===== src/rtl/ccu_pkg.sv =====
package ccu_pkg;

    // ------------------------------------------------------------
    // Bus geometry
    // ------------------------------------------------------------
    localparam int unsigned ADDR_W = 4;
    localparam int unsigned DATA_W = 8;

    // ------------------------------------------------------------
    // Register offsets
    // ------------------------------------------------------------
    localparam logic [3:0] OFS_CTRL = 4'h0;
    localparam logic [3:0] OFS_CAPSRC = 4'h1;
    localparam logic [3:0] OFS_VAL_LO = 4'h2;
    localparam logic [3:0] OFS_VAL_HI = 4'h3;
    localparam logic [3:0] OFS_TMRSEL = 4'h4;
    localparam logic [3:0] OFS_FLAG = 4'h5;
    localparam logic [3:0] OFS_IRQEN = 4'h6;

    // ------------------------------------------------------------
    // Field positions
    // ------------------------------------------------------------
    localparam int unsigned CTRL_EN_BIT = 7;
    localparam int unsigned CTRL_CONV_BIT = 6;
    localparam int unsigned FLAG_BIT = 0;
    localparam int unsigned IRQEN_BIT = 0;

    // ------------------------------------------------------------
    // Reset values
    // ------------------------------------------------------------
    localparam logic [7:0] CTRL_RST = 8'h00;
    localparam logic [3:0] CAPSRC_RST = 4'h0;
    localparam logic [7:0] VAL_RST = 8'h00;
    localparam logic [1:0] TMRSEL_RST = 2'h1;
    localparam logic [3:0] PRE_RST = 4'h0;

    // ------------------------------------------------------------
    // Timer selection codes
    // ------------------------------------------------------------
    localparam logic [1:0] TSEL_PRI = 2'h1;
    localparam logic [1:0] TSEL_ALT = 2'h2;

    // ------------------------------------------------------------
    // Prescaler terminal counts
    // ------------------------------------------------------------
    localparam logic [1:0] PRE_4TH_LAST = 2'h3;
    localparam logic [3:0] PRE_16TH_LAST = 4'hF;

    // ------------------------------------------------------------
    // Modes and capture sources
    // ------------------------------------------------------------
    typedef enum logic [3:0] {
        MODE_OFF = 4'h0,
        MODE_CMP_TOGGLE = 4'h2,
        MODE_CAP_FALL = 4'h4,
        MODE_CAP_RISE = 4'h5,
        MODE_CAP_4TH = 4'h6,
        MODE_CAP_16TH = 4'h7,
        MODE_CMP_SET = 4'h8,
        MODE_CMP_CLR = 4'h9,
        MODE_CMP_SW = 4'hA,
        MODE_CMP_TRIG = 4'hB
    } ccu_mode_t;

    localparam logic [3:0] SRC_PIN = 4'h0;
    localparam logic [3:0] SRC_CMP1 = 4'h1;
    localparam logic [3:0] SRC_CMP2 = 4'h2;
    localparam logic [3:0] SRC_NCO = 4'h3;
    localparam logic [3:0] SRC_IOC = 4'h4;
    localparam logic [3:0] SRC_LC1 = 4'h5;
    localparam logic [3:0] SRC_LC2 = 4'h6;
    localparam logic [3:0] SRC_LC3 = 4'h7;
    localparam logic [3:0] SRC_LC4 = 4'h8;

    // ------------------------------------------------------------
    // Mode decoding
    // ------------------------------------------------------------
    function automatic logic is_capture(input logic [3:0] mode);
        return (mode >= 4'h4) && (mode <= 4'h7);
    endfunction

    function automatic logic is_compare(input logic [3:0] mode);
        return (mode == 4'h2) || ((mode >= 4'h8) && (mode <= 4'hB));
    endfunction

endpackage


===== src/rtl/ccu_capq.sv =====
`timescale 1ns/1ps
module ccu_capq (
    // Clock and reset
    input wire logic sys_clk_i,
    input wire logic reset_n_i,
    // Control
    input wire logic src_i,
    input wire logic clear_i,
    input wire logic [3:0] mode_i,
    // Event
    output logic event_o
);

    // ------------------------------------------------------------
    // State
    // ------------------------------------------------------------
    typedef struct packed {
        logic sync1;
        logic sync2;
        logic prev;
        logic [3:0] pre_cnt;
    } ccu_capq_st_t;

    ccu_capq_st_t st_ff;
    ccu_capq_st_t nxt_st;
    logic rise;
    logic fall;

    always_comb begin
        nxt_st = st_ff;
        nxt_st.sync1 = src_i;
        nxt_st.sync2 = st_ff.sync1;
        nxt_st.prev = st_ff.sync2;
        rise = st_ff.sync2 & ~st_ff.prev;
        fall = ~st_ff.sync2 & st_ff.prev;
        event_o = 1'b0;
        unique case (mode_i)
            ccu_pkg::MODE_CAP_FALL: event_o = fall;
            ccu_pkg::MODE_CAP_RISE: event_o = rise;
            ccu_pkg::MODE_CAP_4TH:
                event_o = rise && (st_ff.pre_cnt[1:0] ==
                                   ccu_pkg::PRE_4TH_LAST);
            ccu_pkg::MODE_CAP_16TH:
                event_o = rise && (st_ff.pre_cnt ==
                                   ccu_pkg::PRE_16TH_LAST);
            default: event_o = 1'b0;
        endcase
        if (rise) begin
            nxt_st.pre_cnt = st_ff.pre_cnt + 4'h1;
        end
        if (clear_i) begin
            nxt_st.pre_cnt = ccu_pkg::PRE_RST;
        end
    end

    always_ff @(posedge sys_clk_i or negedge reset_n_i) begin
        if (!reset_n_i) begin
            st_ff <= '0;
        end else begin
            st_ff <= nxt_st;
        end
    end
endmodule


===== src/rtl/ccu_cmp.sv =====
`timescale 1ns/1ps
module ccu_cmp (
    // Clock and reset
    input wire logic sys_clk_i,
    input wire logic reset_n_i,
    // Operands
    input wire logic enable_i,
    input wire logic [15:0] value_i,
    input wire logic [15:0] count_i,
    // Match
    output logic match_o
);

    // ------------------------------------------------------------
    // State
    // ------------------------------------------------------------
    typedef struct packed {
        logic eq_prev;
    } ccu_cmp_st_t;

    ccu_cmp_st_t st_ff;
    ccu_cmp_st_t nxt_st;
    logic eq;

    always_comb begin
        eq = enable_i && (value_i == count_i);
        nxt_st.eq_prev = eq;
        match_o = eq && !st_ff.eq_prev;
    end

    always_ff @(posedge sys_clk_i or negedge reset_n_i) begin
        if (!reset_n_i) begin
            st_ff <= '0;
        end else begin
            st_ff <= nxt_st;
        end
    end
endmodule


===== src/rtl/ccu_unit.sv =====
`timescale 1ns/1ps
// Overview of operation
// - The timer select register picks which 16-bit time base drives this unit.
// - A capture event copies the full 16-bit timer count into the value pair.
// - Mode picks falling, rising, every fourth or every sixteenth rising edge.
// - Each capture sets the event flag; only software clears it.
// - A later capture overwrites the earlier value even if unread.
// - With the pin driven as output, writes to its port latch can capture.
// - A 4-bit select chooses among nine capture sources.
// - Prescaler clears when unit off, not capturing, or at reset.
// - Switching prescale modes keeps the prescaler count; software clears control.
// - Sleep halts capture unless the timer is externally clocked.
// - Compare matches value pair with timer, then toggles, sets, clears or signals.
// - Each compare match outside sleep with an internal timer clock sets the flag and may start a conversion.
// - Selected as trigger source, the match also fires a conversion trigger.
// - In sleep with an external timer clock, a match sets the flag and wakes the device when enabled.
// - A match in MODE_CMP_TRIG clears the timer without its overflow event.
// - A software timer write in the same cycle wins over that clear.
module ccu_unit (
    // Clock and reset
    input wire logic sys_clk_i,
    input wire logic reset_n_i,
    // Register port
    input wire logic [3:0] addr_i,
    input wire logic [7:0] wdata_i,
    input wire logic wr_i,
    input wire logic rd_i,
    output logic [7:0] rdata_o,
    // Time bases
    input wire logic [15:0] timer_count_i,
    input wire logic [15:0] alt_timer_count_i,
    input wire logic timer_write_i,
    output logic timer_clear_o,
    // Capture sources
    input wire logic pin_in_i,
    input wire logic port_latch_i,
    input wire logic pin_direction_bit_i,
    input wire logic comparator_one_out_i,
    input wire logic comparator_two_out_i,
    input wire logic numeric_osc_out_i,
    input wire logic pin_change_interrupt_i,
    input wire logic [3:0] logic_cell_out_i,
    // Power state
    input wire logic sleep_i,
    input wire logic timer_ext_clk_i,
    // Results
    output logic cmp_out_o,
    output logic conv_trig_o,
    output logic event_flag_o,
    output logic wake_o
);

    // ------------------------------------------------------------
    // State
    // ------------------------------------------------------------
    typedef struct packed {
        logic [7:0] unit_control_reg;
        logic [3:0] capture_source_reg;
        logic [7:0] value_high_byte;
        logic [7:0] value_low_byte;
        logic [1:0] timer_select_reg;
        logic event_flag;
        logic event_irq_enable;
        logic cmp_out;
        logic conv_trig;
        logic tmr_clear;
        logic [7:0] rdata;
    } ccu_unit_st_t;

    ccu_unit_st_t st_ff;
    ccu_unit_st_t nxt_st;

    logic [3:0] mode;
    logic enabled;
    logic active;
    logic cap_mode;
    logic cmp_mode;
    logic pin_src;
    logic cap_src;
    logic cap_ev;
    logic match;
    logic take_match;
    logic fire_trig;
    logic set_flag;
    logic [15:0] time_base;
    logic [15:0] value_pair;
    logic [7:0] rd_mux;

    // ------------------------------------------------------------
    // Source and time base selection
    // ------------------------------------------------------------
    always_comb begin
        mode = st_ff.unit_control_reg[3:0];
        enabled = st_ff.unit_control_reg[ccu_pkg::CTRL_EN_BIT];
        active = enabled && (!sleep_i || timer_ext_clk_i);
        cap_mode = ccu_pkg::is_capture(mode);
        cmp_mode = ccu_pkg::is_compare(mode);
        pin_src = pin_direction_bit_i ? pin_in_i : port_latch_i;
        time_base = (st_ff.timer_select_reg == ccu_pkg::TSEL_ALT) ?
                    alt_timer_count_i : timer_count_i;
        value_pair = {st_ff.value_high_byte, st_ff.value_low_byte};
        unique case (st_ff.capture_source_reg)
            ccu_pkg::SRC_PIN: cap_src = pin_src;
            ccu_pkg::SRC_CMP1: cap_src = comparator_one_out_i;
            ccu_pkg::SRC_CMP2: cap_src = comparator_two_out_i;
            ccu_pkg::SRC_NCO: cap_src = numeric_osc_out_i;
            ccu_pkg::SRC_IOC: cap_src = pin_change_interrupt_i;
            ccu_pkg::SRC_LC1: cap_src = logic_cell_out_i[0];
            ccu_pkg::SRC_LC2: cap_src = logic_cell_out_i[1];
            ccu_pkg::SRC_LC3: cap_src = logic_cell_out_i[2];
            ccu_pkg::SRC_LC4: cap_src = logic_cell_out_i[3];
            default: cap_src = 1'b0;
        endcase
    end

    // ------------------------------------------------------------
    // Capture qualifier and comparator
    // ------------------------------------------------------------
    ccu_capq u_capq (
        .sys_clk_i(sys_clk_i),
        .reset_n_i(reset_n_i),
        .src_i(cap_src),
        .clear_i(!enabled || !cap_mode),
        .mode_i(mode),
        .event_o(cap_ev)
    );

    ccu_cmp u_cmp (
        .sys_clk_i(sys_clk_i),
        .reset_n_i(reset_n_i),
        .enable_i(enabled && cmp_mode),
        .value_i(value_pair),
        .count_i(time_base),
        .match_o(match)
    );

    // ------------------------------------------------------------
    // Next state
    // ------------------------------------------------------------
    always_comb begin
        nxt_st = st_ff;
        take_match = match && active && cmp_mode;
        fire_trig = take_match && ((mode == ccu_pkg::MODE_CMP_TRIG) ||
                    st_ff.unit_control_reg[ccu_pkg::CTRL_CONV_BIT]);
        set_flag = (cap_ev && active && cap_mode) || take_match;

        // Register writes
        if (wr_i) begin
            unique case (addr_i)
                ccu_pkg::OFS_CTRL: nxt_st.unit_control_reg = wdata_i;
                ccu_pkg::OFS_CAPSRC: nxt_st.capture_source_reg = wdata_i[3:0];
                ccu_pkg::OFS_VAL_LO: nxt_st.value_low_byte = wdata_i;
                ccu_pkg::OFS_VAL_HI: nxt_st.value_high_byte = wdata_i;
                ccu_pkg::OFS_TMRSEL: nxt_st.timer_select_reg = wdata_i[1:0];
                ccu_pkg::OFS_FLAG:
                    nxt_st.event_flag = wdata_i[ccu_pkg::FLAG_BIT];
                ccu_pkg::OFS_IRQEN:
                    nxt_st.event_irq_enable = wdata_i[ccu_pkg::IRQEN_BIT];
                default: nxt_st.event_flag = st_ff.event_flag;
            endcase
        end

        // Capture overwrites any unread value
        if (cap_ev && active && cap_mode) begin
            nxt_st.value_high_byte = time_base[15:8];
            nxt_st.value_low_byte = time_base[7:0];
        end

        // Compare output actions
        if (take_match) begin
            unique case (mode)
                ccu_pkg::MODE_CMP_TOGGLE: nxt_st.cmp_out = !st_ff.cmp_out;
                ccu_pkg::MODE_CMP_SET: nxt_st.cmp_out = 1'b1;
                ccu_pkg::MODE_CMP_CLR: nxt_st.cmp_out = 1'b0;
                default: nxt_st.cmp_out = st_ff.cmp_out;
            endcase
        end
        nxt_st.conv_trig = fire_trig;
        nxt_st.tmr_clear = take_match &&
                           (mode == ccu_pkg::MODE_CMP_TRIG);

        // Hardware set wins over a software clear
        if (set_flag) begin
            nxt_st.event_flag = 1'b1;
        end

        // Read data for one cycle
        unique case (addr_i)
            ccu_pkg::OFS_CTRL: rd_mux = st_ff.unit_control_reg;
            ccu_pkg::OFS_CAPSRC: rd_mux = {4'h0, st_ff.capture_source_reg};
            ccu_pkg::OFS_VAL_LO: rd_mux = st_ff.value_low_byte;
            ccu_pkg::OFS_VAL_HI: rd_mux = st_ff.value_high_byte;
            ccu_pkg::OFS_TMRSEL: rd_mux = {6'h00, st_ff.timer_select_reg};
            ccu_pkg::OFS_FLAG: rd_mux = {7'h00, st_ff.event_flag};
            ccu_pkg::OFS_IRQEN: rd_mux = {7'h00, st_ff.event_irq_enable};
            default: rd_mux = 8'h00;
        endcase
        nxt_st.rdata = rd_i ? rd_mux : 8'h00;
    end

    always_ff @(posedge sys_clk_i or negedge reset_n_i) begin
        if (!reset_n_i) begin
            st_ff.unit_control_reg <= ccu_pkg::CTRL_RST;
            st_ff.capture_source_reg <= ccu_pkg::CAPSRC_RST;
            st_ff.value_high_byte <= ccu_pkg::VAL_RST;
            st_ff.value_low_byte <= ccu_pkg::VAL_RST;
            st_ff.timer_select_reg <= ccu_pkg::TMRSEL_RST;
            st_ff.event_flag <= 1'b0;
            st_ff.event_irq_enable <= 1'b0;
            st_ff.cmp_out <= 1'b0;
            st_ff.conv_trig <= 1'b0;
            st_ff.tmr_clear <= 1'b0;
            st_ff.rdata <= 8'h00;
        end else begin
            st_ff <= nxt_st;
        end
    end

    // ------------------------------------------------------------
    // Outputs
    // ------------------------------------------------------------
    assign rdata_o = st_ff.rdata;
    assign cmp_out_o = st_ff.cmp_out;
    assign conv_trig_o = st_ff.conv_trig;
    assign event_flag_o = st_ff.event_flag;
    assign timer_clear_o = st_ff.tmr_clear && !timer_write_i;
    assign wake_o = sleep_i && st_ff.event_flag &&
                    st_ff.event_irq_enable;
endmodule


===== config.mk =====
export PLATFORM = sky130hd
export DESIGN_NAME = ccu_unit
export DESIGN_NICKNAME = d
export VERILOG_FILES = /design/src/rtl/ccu_pkg.sv /design/src/rtl/ccu_capq.sv /design/src/rtl/ccu_cmp.sv /design/src/rtl/ccu_unit.sv
export SDC_FILE = /design/constraint.sdc
export NUM_CORES = 1
export LEC_CHECK = 0
export CORE_MARGIN = 10
export CORE_UTILIZATION = 42
export CTS_BUF_LIST = sky130_fd_sc_hd__clkbuf_4
export CTS_CLUSTER_DIAMETER = 200
export CTS_CLUSTER_SIZE = 10
export DETAILED_ROUTE_END_ITERATION = 8
export DONT_BUFFER_PORTS = 1
export GPL_TIMING_DRIVEN = 0
export SYNTH_ARGS = -nofsm -noshare
export SYNTH_HDL_FRONTEND = slang
export SYNTH_HIERARCHICAL = 1
export SYNTH_SLANG_ARGS = --single-unit

===== constraint.sdc =====
create_clock -name sys_clk_i -period 3.9 [get_ports sys_clk_i]
set_input_delay 0.585 -clock sys_clk_i [delete_from_list [all_inputs] [get_ports sys_clk_i]]
set_output_delay 0.585 -clock sys_clk_i [all_outputs]
set_load 0.01 [all_outputs]

==> impl_metrics.yaml, run 1 <==
routing:
  drt_pass1_iterations: 4
  finalWirelength_mm: 7.89
  wl_per_cell_um: 20.7
  vias_per_cell: 5.56
  vias: 2125
  drt-initial-drc-count: 132
  drt_drc_violations_left: 0
  final_antenna_violating_net_count: 0
critical_path:
  crit_path_max_fanout: 10
  critical-path-max-stage-delay_ps: 580
  crit_slowest_cell: "or4_1"
  worst_path_dominant_cell_family: "simple AND/OR/NAND/NOR gates"
  worst_ep_required_time_ps: 4180
  critical_path.n_buffers_inverters: 2
  path_common_cell: "buf_2"
  timing.critical_path.cells: "nor2b_1 -> buf_2 -> buf_2 -> mux2_2 -> xnor2_1 -> nand4_1 -> or4_1 -> nor3_2 -> nand3_1 -> nor3b_1"
  levels_on_crit_path: 10
  crit_arrival_ps: 3500
  worst-r2r-cell-count: 10
  timing.critical_path.from_type: "register"
  cp-end-kind: "register"
  classification_of_the_worst_setup_path: "register to register"
global_route:
  first_global_vias: 2261
  grt_start_max_net_pins: 51
  overflow: 0
  gr-usage-all-layers_pct: 14.3
  grt_first_pass_wirelength_mm: 12.5
  grt_antenna_before_repair: 1
clock_network:
  clock_tree.htree_level_count: 2
  postCtsResizedCells: 0
  clock-root-buffer: "clkbuf_4"
  cts_setup_buffers: 0
  cts_num_sinks: 51
  num_cts_buffers: 5
  cts_hold_repair.buffers: 1
  worstSkewPairLatency_ps: 370
  tritoncts: "yes"
  ctsLongestPathBuffers: 2
  clk_transition_reported_paths_ps: 160
cells_and_area:
  antenna_cells_inserted: 0
  layout_commonest_cell: "dfrtp_1"
  area_delta_synth_final_pct: 6.63
  layout.filler_cells: 669
  drive_gt1_share_pct: 25.2
  final_cell_mix: "dfrtp_1 (50), mux2_2 (37), a21oi_1 (22)"
  stdcell_area_mm2: 0.00322
  design.final.nets: 348
sta:
  slew-limit-headroom_pct: 42.4
  setup_viol: 0
  timing.fmax_mhz: 311
  worst_max_slew_pin_slew_ps: 858
  timing.clock.skew_ps: 16.0
  finalHoldViolations: 0
  fin_tns_setup_ps: 0
  finalCriticalPeriod_ps: 3220
  grt_setup_unrepaired: "false"
  layout_worst_path_cycle_share_pct: 82.6
  maxSlewViolCount: 0
run:
  timing.max_cap.violations: 0
placed_design:
  hpwl_mm: 6.01
  gpl.final_weighted_congestion: 0.800
  dpl-instance-area_mm2: 0.00314
  io_buffer_count: 0
floorplanning:
  start_util_pct: 43.7
  fp.dieArea_mm2: 0.0110
  io-pin-count: 75
  chipHeight_um: 105
  row_count: 30
  die_width_um: 105
  core_area_mm2: 0.00691
synthesis:
  yosys_most_used_dff: "dfrtp_1"
  synth_nets: 340
  synth.top_cell.area_share_pct: 41.4
  ys.warnings.count: 6
  seq_area_frac_synth_pct: 42.3
  syn_area_mm2: 0.00302
  fraction_of_registers_with_async_set_or_reset_after_synthesis_pct: 100
  synth_enable_flop_cells: 0
  synth.avg_cell_area_um2: 10.9
  ys_ff_latch: 51
  post_synth_inst_count: 277
  post_synth_num_cell_types: 47
  ys_top_cells_by_area: "dfrtp_1 (41%), mux2_2 (14%), mux2i_1 (6.3%)"
  synth_area_leader_cell: "dfrtp_1"
hold_path:
  classification_of_the_worst_slack_hold_path: "primary input to async pin"
power:
  leakagePower_nw: 1.32
  p_per_area_mw_per_mm2: 471
  max-vdd-ir-drop_v: 0.000203
outcome:
  run_status: "finished clean"
power breakdown:
group / internal (W) / switching (W) / leakage (nW)
clock network: 0.0000743 / 0.000170 / 0.0307
registers: 0.000649 / 0.000135 / 0.646
logic: 0.000270 / 0.000218 / 0.640
worst paths after layout:
kind,start,to,slack [ps]
min in group sys_clk_i,wdata_i[3],mode[3]$_DFFE_PN0P_,340
worst min register to register,u_capq/nxt_st[5]$_DFF_PN0_,u_capq/nxt_st[4]$_DFF_PN0_,370
worst max-delay path,st_ff[14]$_DFFE_PN0P_,st_ff[8]$_DFF_PN0_,680
worst max register to register,st_ff[14]$_DFFE_PN0P_,st_ff[8]$_DFF_PN0_,680
worst min-delay path,reset_n_i,st_ff[15]$_DFFE_PN0P_,40
max in group asynchronous,reset_n_i,u_capq/nxt_st[5]$_DFF_PN0_,3630
logic make-up (layout without fill, tap and decap cells):
logic type      Yosys count  in the layout  share of synthesized area, %
fa+ha+maj                 1              1                         0.414
buf+inv                  20             29                          4.06
compound gates           40             40                          8.00
mux                      60             60                          23.1
xor+xnor                 18             18                          5.22
flops                    51             51                          42.3
simple gates             87             87                          16.9
synth_stat cells, types with 2 or more instances:
| library cell | count |
|---|---|
| mux4_2 | 4 |
| nor2b_1 | 7 |
| nor3b_1 | 3 |
| nand3b_1 | 7 |
| nand2b_1 | 5 |
| nand4_1 | 3 |
| a22oi_1 | 4 |
| xnor2_1 | 11 |
| buf_4 | 9 |
| nand2_1 | 6 |
| a31oi_1 | 2 |
| nand3_1 | 6 |
| xor2_1 | 7 |
| buf_2 | 5 |
| o21ai_0 | 4 |
| nor3_1 | 18 |
| dfrtp_1 | 50 |
| mux2_2 | 37 |
| mux2i_1 | 19 |
| a21oi_1 | 22 |
| and3_1 | 3 |
| clkbuf_1 | 4 |
| nor2_1 | 17 |
through the flow:
stage	power [W]	setup slack, ps	instances	hold slack, ps	util, %
2_1_floorplan	0.00115	1370	277	289	-
4_1_cts	0.00152	675	382	32.8	46.6
3_5_place_dp	0.00127	711	373	292	45.5
6_report	0.00152	680	382	35.3	46.6
3_3_place_gp	0.00126	743	373	292	45.5
5_1_grt	0.00162	492	382	8.99	46.6
cell type report:
class	instances	area, um2	share of cell area, %
well taps	96	120	3.73
flip-flops and latches	51	1280	39.7
clock inverters	2	7.51	0.233
plain buffers	19	119	3.69
clock buffers	6	45.0	1.40
repair buffers	1	27.5	0.855
multi-input cells	206	1620	50.3
inverters	1	3.75	0.117
flip-flops by register name, indices dropped and copies added, names as in the netlist:
signal,count
st_ff,27
rdata_o,8
u_capq/st_ff,5
mode,4
u_capq/nxt_st,2
cmp_out_o,1
conv_trig_o,1
enabled,1
event_flag_o,1
u_cmp/st_ff,1
routing by layer:
| metal | global-route usage (%) | wire, um | vias up |
|---|---|---|---|
| li1 | - | - | 1024 |
| met1 | 18.1 | 3470 | 1033 |
| met2 | 22.6 | 3770 | 60 |
| met3 | 5.96 | 594 | 6 |
| met4 | 2.45 | 40 | 2 |
| met5 | 0 | 18 | - |
No activity file was read; power rests on OpenSTA's default activity.
==> inputs of run 2 (changes only) <==
Clock period 3.9 ns to 3.01 ns, I/O delays scaled along.
==> impl_metrics.yaml, run 2 (synthesized netlist as in run 1, its figures left out) <==
clock_network:
  ctsLongestPathBuffers: 2
  clock_tree.htree_level_count: 2
  cts_num_sinks: 51
  cts_setup_buffers: 0
  tritoncts: "yes"
  num_cts_buffers: 5
  clock-root-buffer: "clkbuf_4"
  clk_transition_reported_paths_ps: 150
  worstSkewPairLatency_ps: 370
hold_path:
  min-delay-start: "wdata_i[3]"
  whs_path_depth: 1
  hold_end: "mode[3]$_DFFE_PN0P_"
  classification_of_the_worst_slack_hold_path: "primary input to register"
sta:
  timing.fmax_mhz: 350
  grt_setup_unrepaired: "false"
  finalCriticalPeriod_ps: 2860
  finalHoldViolations: 0
  timing.clock.skew_ps: 13.8
  layout_worst_path_cycle_share_pct: 95.0
  worst_max_slew_pin_slew_ps: 852
  setup_viol: 0
  slew-limit-headroom_pct: 42.7
  maxSlewViolCount: 0
routing:
  finalWirelength_mm: 7.86
  vias_per_cell: 5.60
  drt-initial-drc-count: 100
  vias: 2143
  drt_pass1_iterations: 5
  final_antenna_violating_net_count: 0
  wl_per_cell_um: 20.5
  drt_drc_violations_left: 0
placed_design:
  gpl.final_weighted_congestion: 0.800
  io_buffer_count: 0
  hpwl_mm: 6.01
floorplanning:
  row_count: 30
  die_width_um: 105
  io-pin-count: 75
  core_area_mm2: 0.00691
  start_util_pct: 43.7
  fp.dieArea_mm2: 0.0110
  chipHeight_um: 105
global_route:
  gr-usage-all-layers_pct: 14.2
  overflow: 0
  grt_antenna_before_repair: 1
  first_global_vias: 2266
  grt_first_pass_wirelength_mm: 12.4
  grt_start_max_net_pins: 52
outcome:
  run_status: "finished clean"
critical_path:
  worst-r2r-cell-count: 11
  crit_arrival_ps: 3110
  crit_path_max_fanout: 10
  worst_ep_required_time_ps: 3260
  worst-r2r-setup-slack_ps: 150
  worst_r2r_dst: "cmp_out_o$_DFFE_PN0P_"
  cp-end-kind: "register"
  timing.critical_path.from_type: "register"
  classification_of_the_worst_setup_path: "register to register"
  reg2reg_from: "st_ff[14]$_DFFE_PN0P_"
power:
  leakagePower_nw: 1.33
  max-vdd-ir-drop_v: 0.000263
  power.share.switching_pct: 34.2
  power.combinational.fraction_pct: 32.8
  clock_power_share_pct: 15.7
  p_per_area_mw_per_mm2: 605
  seq_power_share_pct: 51.5
  internal_power_consumption_w: 0.00130
  power.switching_w: 0.000675
  report.power.total_w: 0.00197
cells_and_area:
  design.final.nets: 349
  layout_commonest_cell: "dfrtp_1"
  final_util_pct: 47.2
  multi_input_area_mm2: 0.00164
  layout.filler_cells: 661
  largest_register_ff_count: 27
  final-seq-area_mm2: 0.00128
  drive_gt1_share_pct: 26.1
  antenna_cells_inserted: 0
  register_bank_with_the_most_flops: "st_ff"
  final_cell_mix: "dfrtp_1 (50), mux2_2 (37), a21oi_1 (22)"
  area_delta_synth_final_pct: 8.00
run:
  timing.max_cap.violations: 0
[run 2: stage by stage]
stage          hold slack [ps]  setup TNS, ps  instance area [um2]  worst slack (ps)  instances
6_report                   218              0                 3260               150        383
5_1_grt                    178              0                 3260              15.2        383
4_1_cts                    203              0                 3240              8.24        383
3_5_place_dp               159           -337                 3140              -179        373
3_3_place_gp               158           -301                 3140              -147        373
2_1_floorplan              156              0                 3020               482        277
[run 2: worst max-delay path, cell delays in order, from the launching register on]
cell and delay [ps]:
dfrtp_1 410, nor2b_2 180, buf_6 170, buf_6 180
mux2_2 370, xnor2_1 190, nand4_1 130, or4_1 620
nor3_4 170, nand3_1 80, o21ai_0 150, o21ai_0 110
[run 2: power by group through the flow]
stage	registers, W	logic [W]	clock network [W]
floorplan	0.000975	0.000514	0
global placement	0.00103	0.000607	0
detailed placement	0.00103	0.000613	0
CTS	0.00102	0.000642	0.000323
global route	0.00105	0.000712	0.000352
finish	0.00102	0.000647	0.000309
[run 2: final cells by class]
type | instances | area share (%)
buffer | 19 | 4.03
clock buffer | 6 | 1.38
clock inverter | 2 | 0.230
inverter | 1 | 0.115
multi-input combinational | 206 | 50.2
sequential | 51 | 39.2
tap | 96 | 3.68
timing repair buffer | 2 | 1.15
[run 2: repair_timing]
| action | CTS | global route |
|---|---|---|
| endpoints found under the setup margin | 4 | 2 |
| hold buffers | 2 | 0 |
| gates resized for setup | 3 | 5 |
| endpoints found under the hold margin | 51 | 0 |
[run 2: worst max-delay path by stage]
stage / from / endpoint / slack [ps] / cells past startpoint
finish: st_ff[14]$_DFFE_PN0P_ / cmp_out_o$_DFFE_PN0P_ / 150 / 11
detailed placement: st_ff[14]$_DFFE_PN0P_ / st_ff[8]$_DFF_PN0_ / -180 / 10
floorplan: st_ff[14]$_DFFE_PN0P_ / cmp_out_o$_DFFE_PN0P_ / 480 / 11
global route: st_ff[14]$_DFFE_PN0P_ / cmp_out_o$_DFFE_PN0P_ / 20 / 11
CTS: st_ff[14]$_DFFE_PN0P_ / st_ff[8]$_DFF_PN0_ / 8 / 10
global placement: st_ff[14]$_DFFE_PN0P_ / st_ff[8]$_DFF_PN0_ / -150 / 10
[run 2: layer usage]
| metal | global-route usage (%) | part of all wire, % | up-vias |
|---|---|---|---|
| li1 | - | - | 1029 |
| met1 | 17.9 | 44 | 1047 |
| met2 | 22.5 | 47 | 61 |
| met3 | 5.96 | 7.7 | 6 |
| met4 | 2.45 | 0.60 | 0 |
| met5 | 0 | 0 | - |
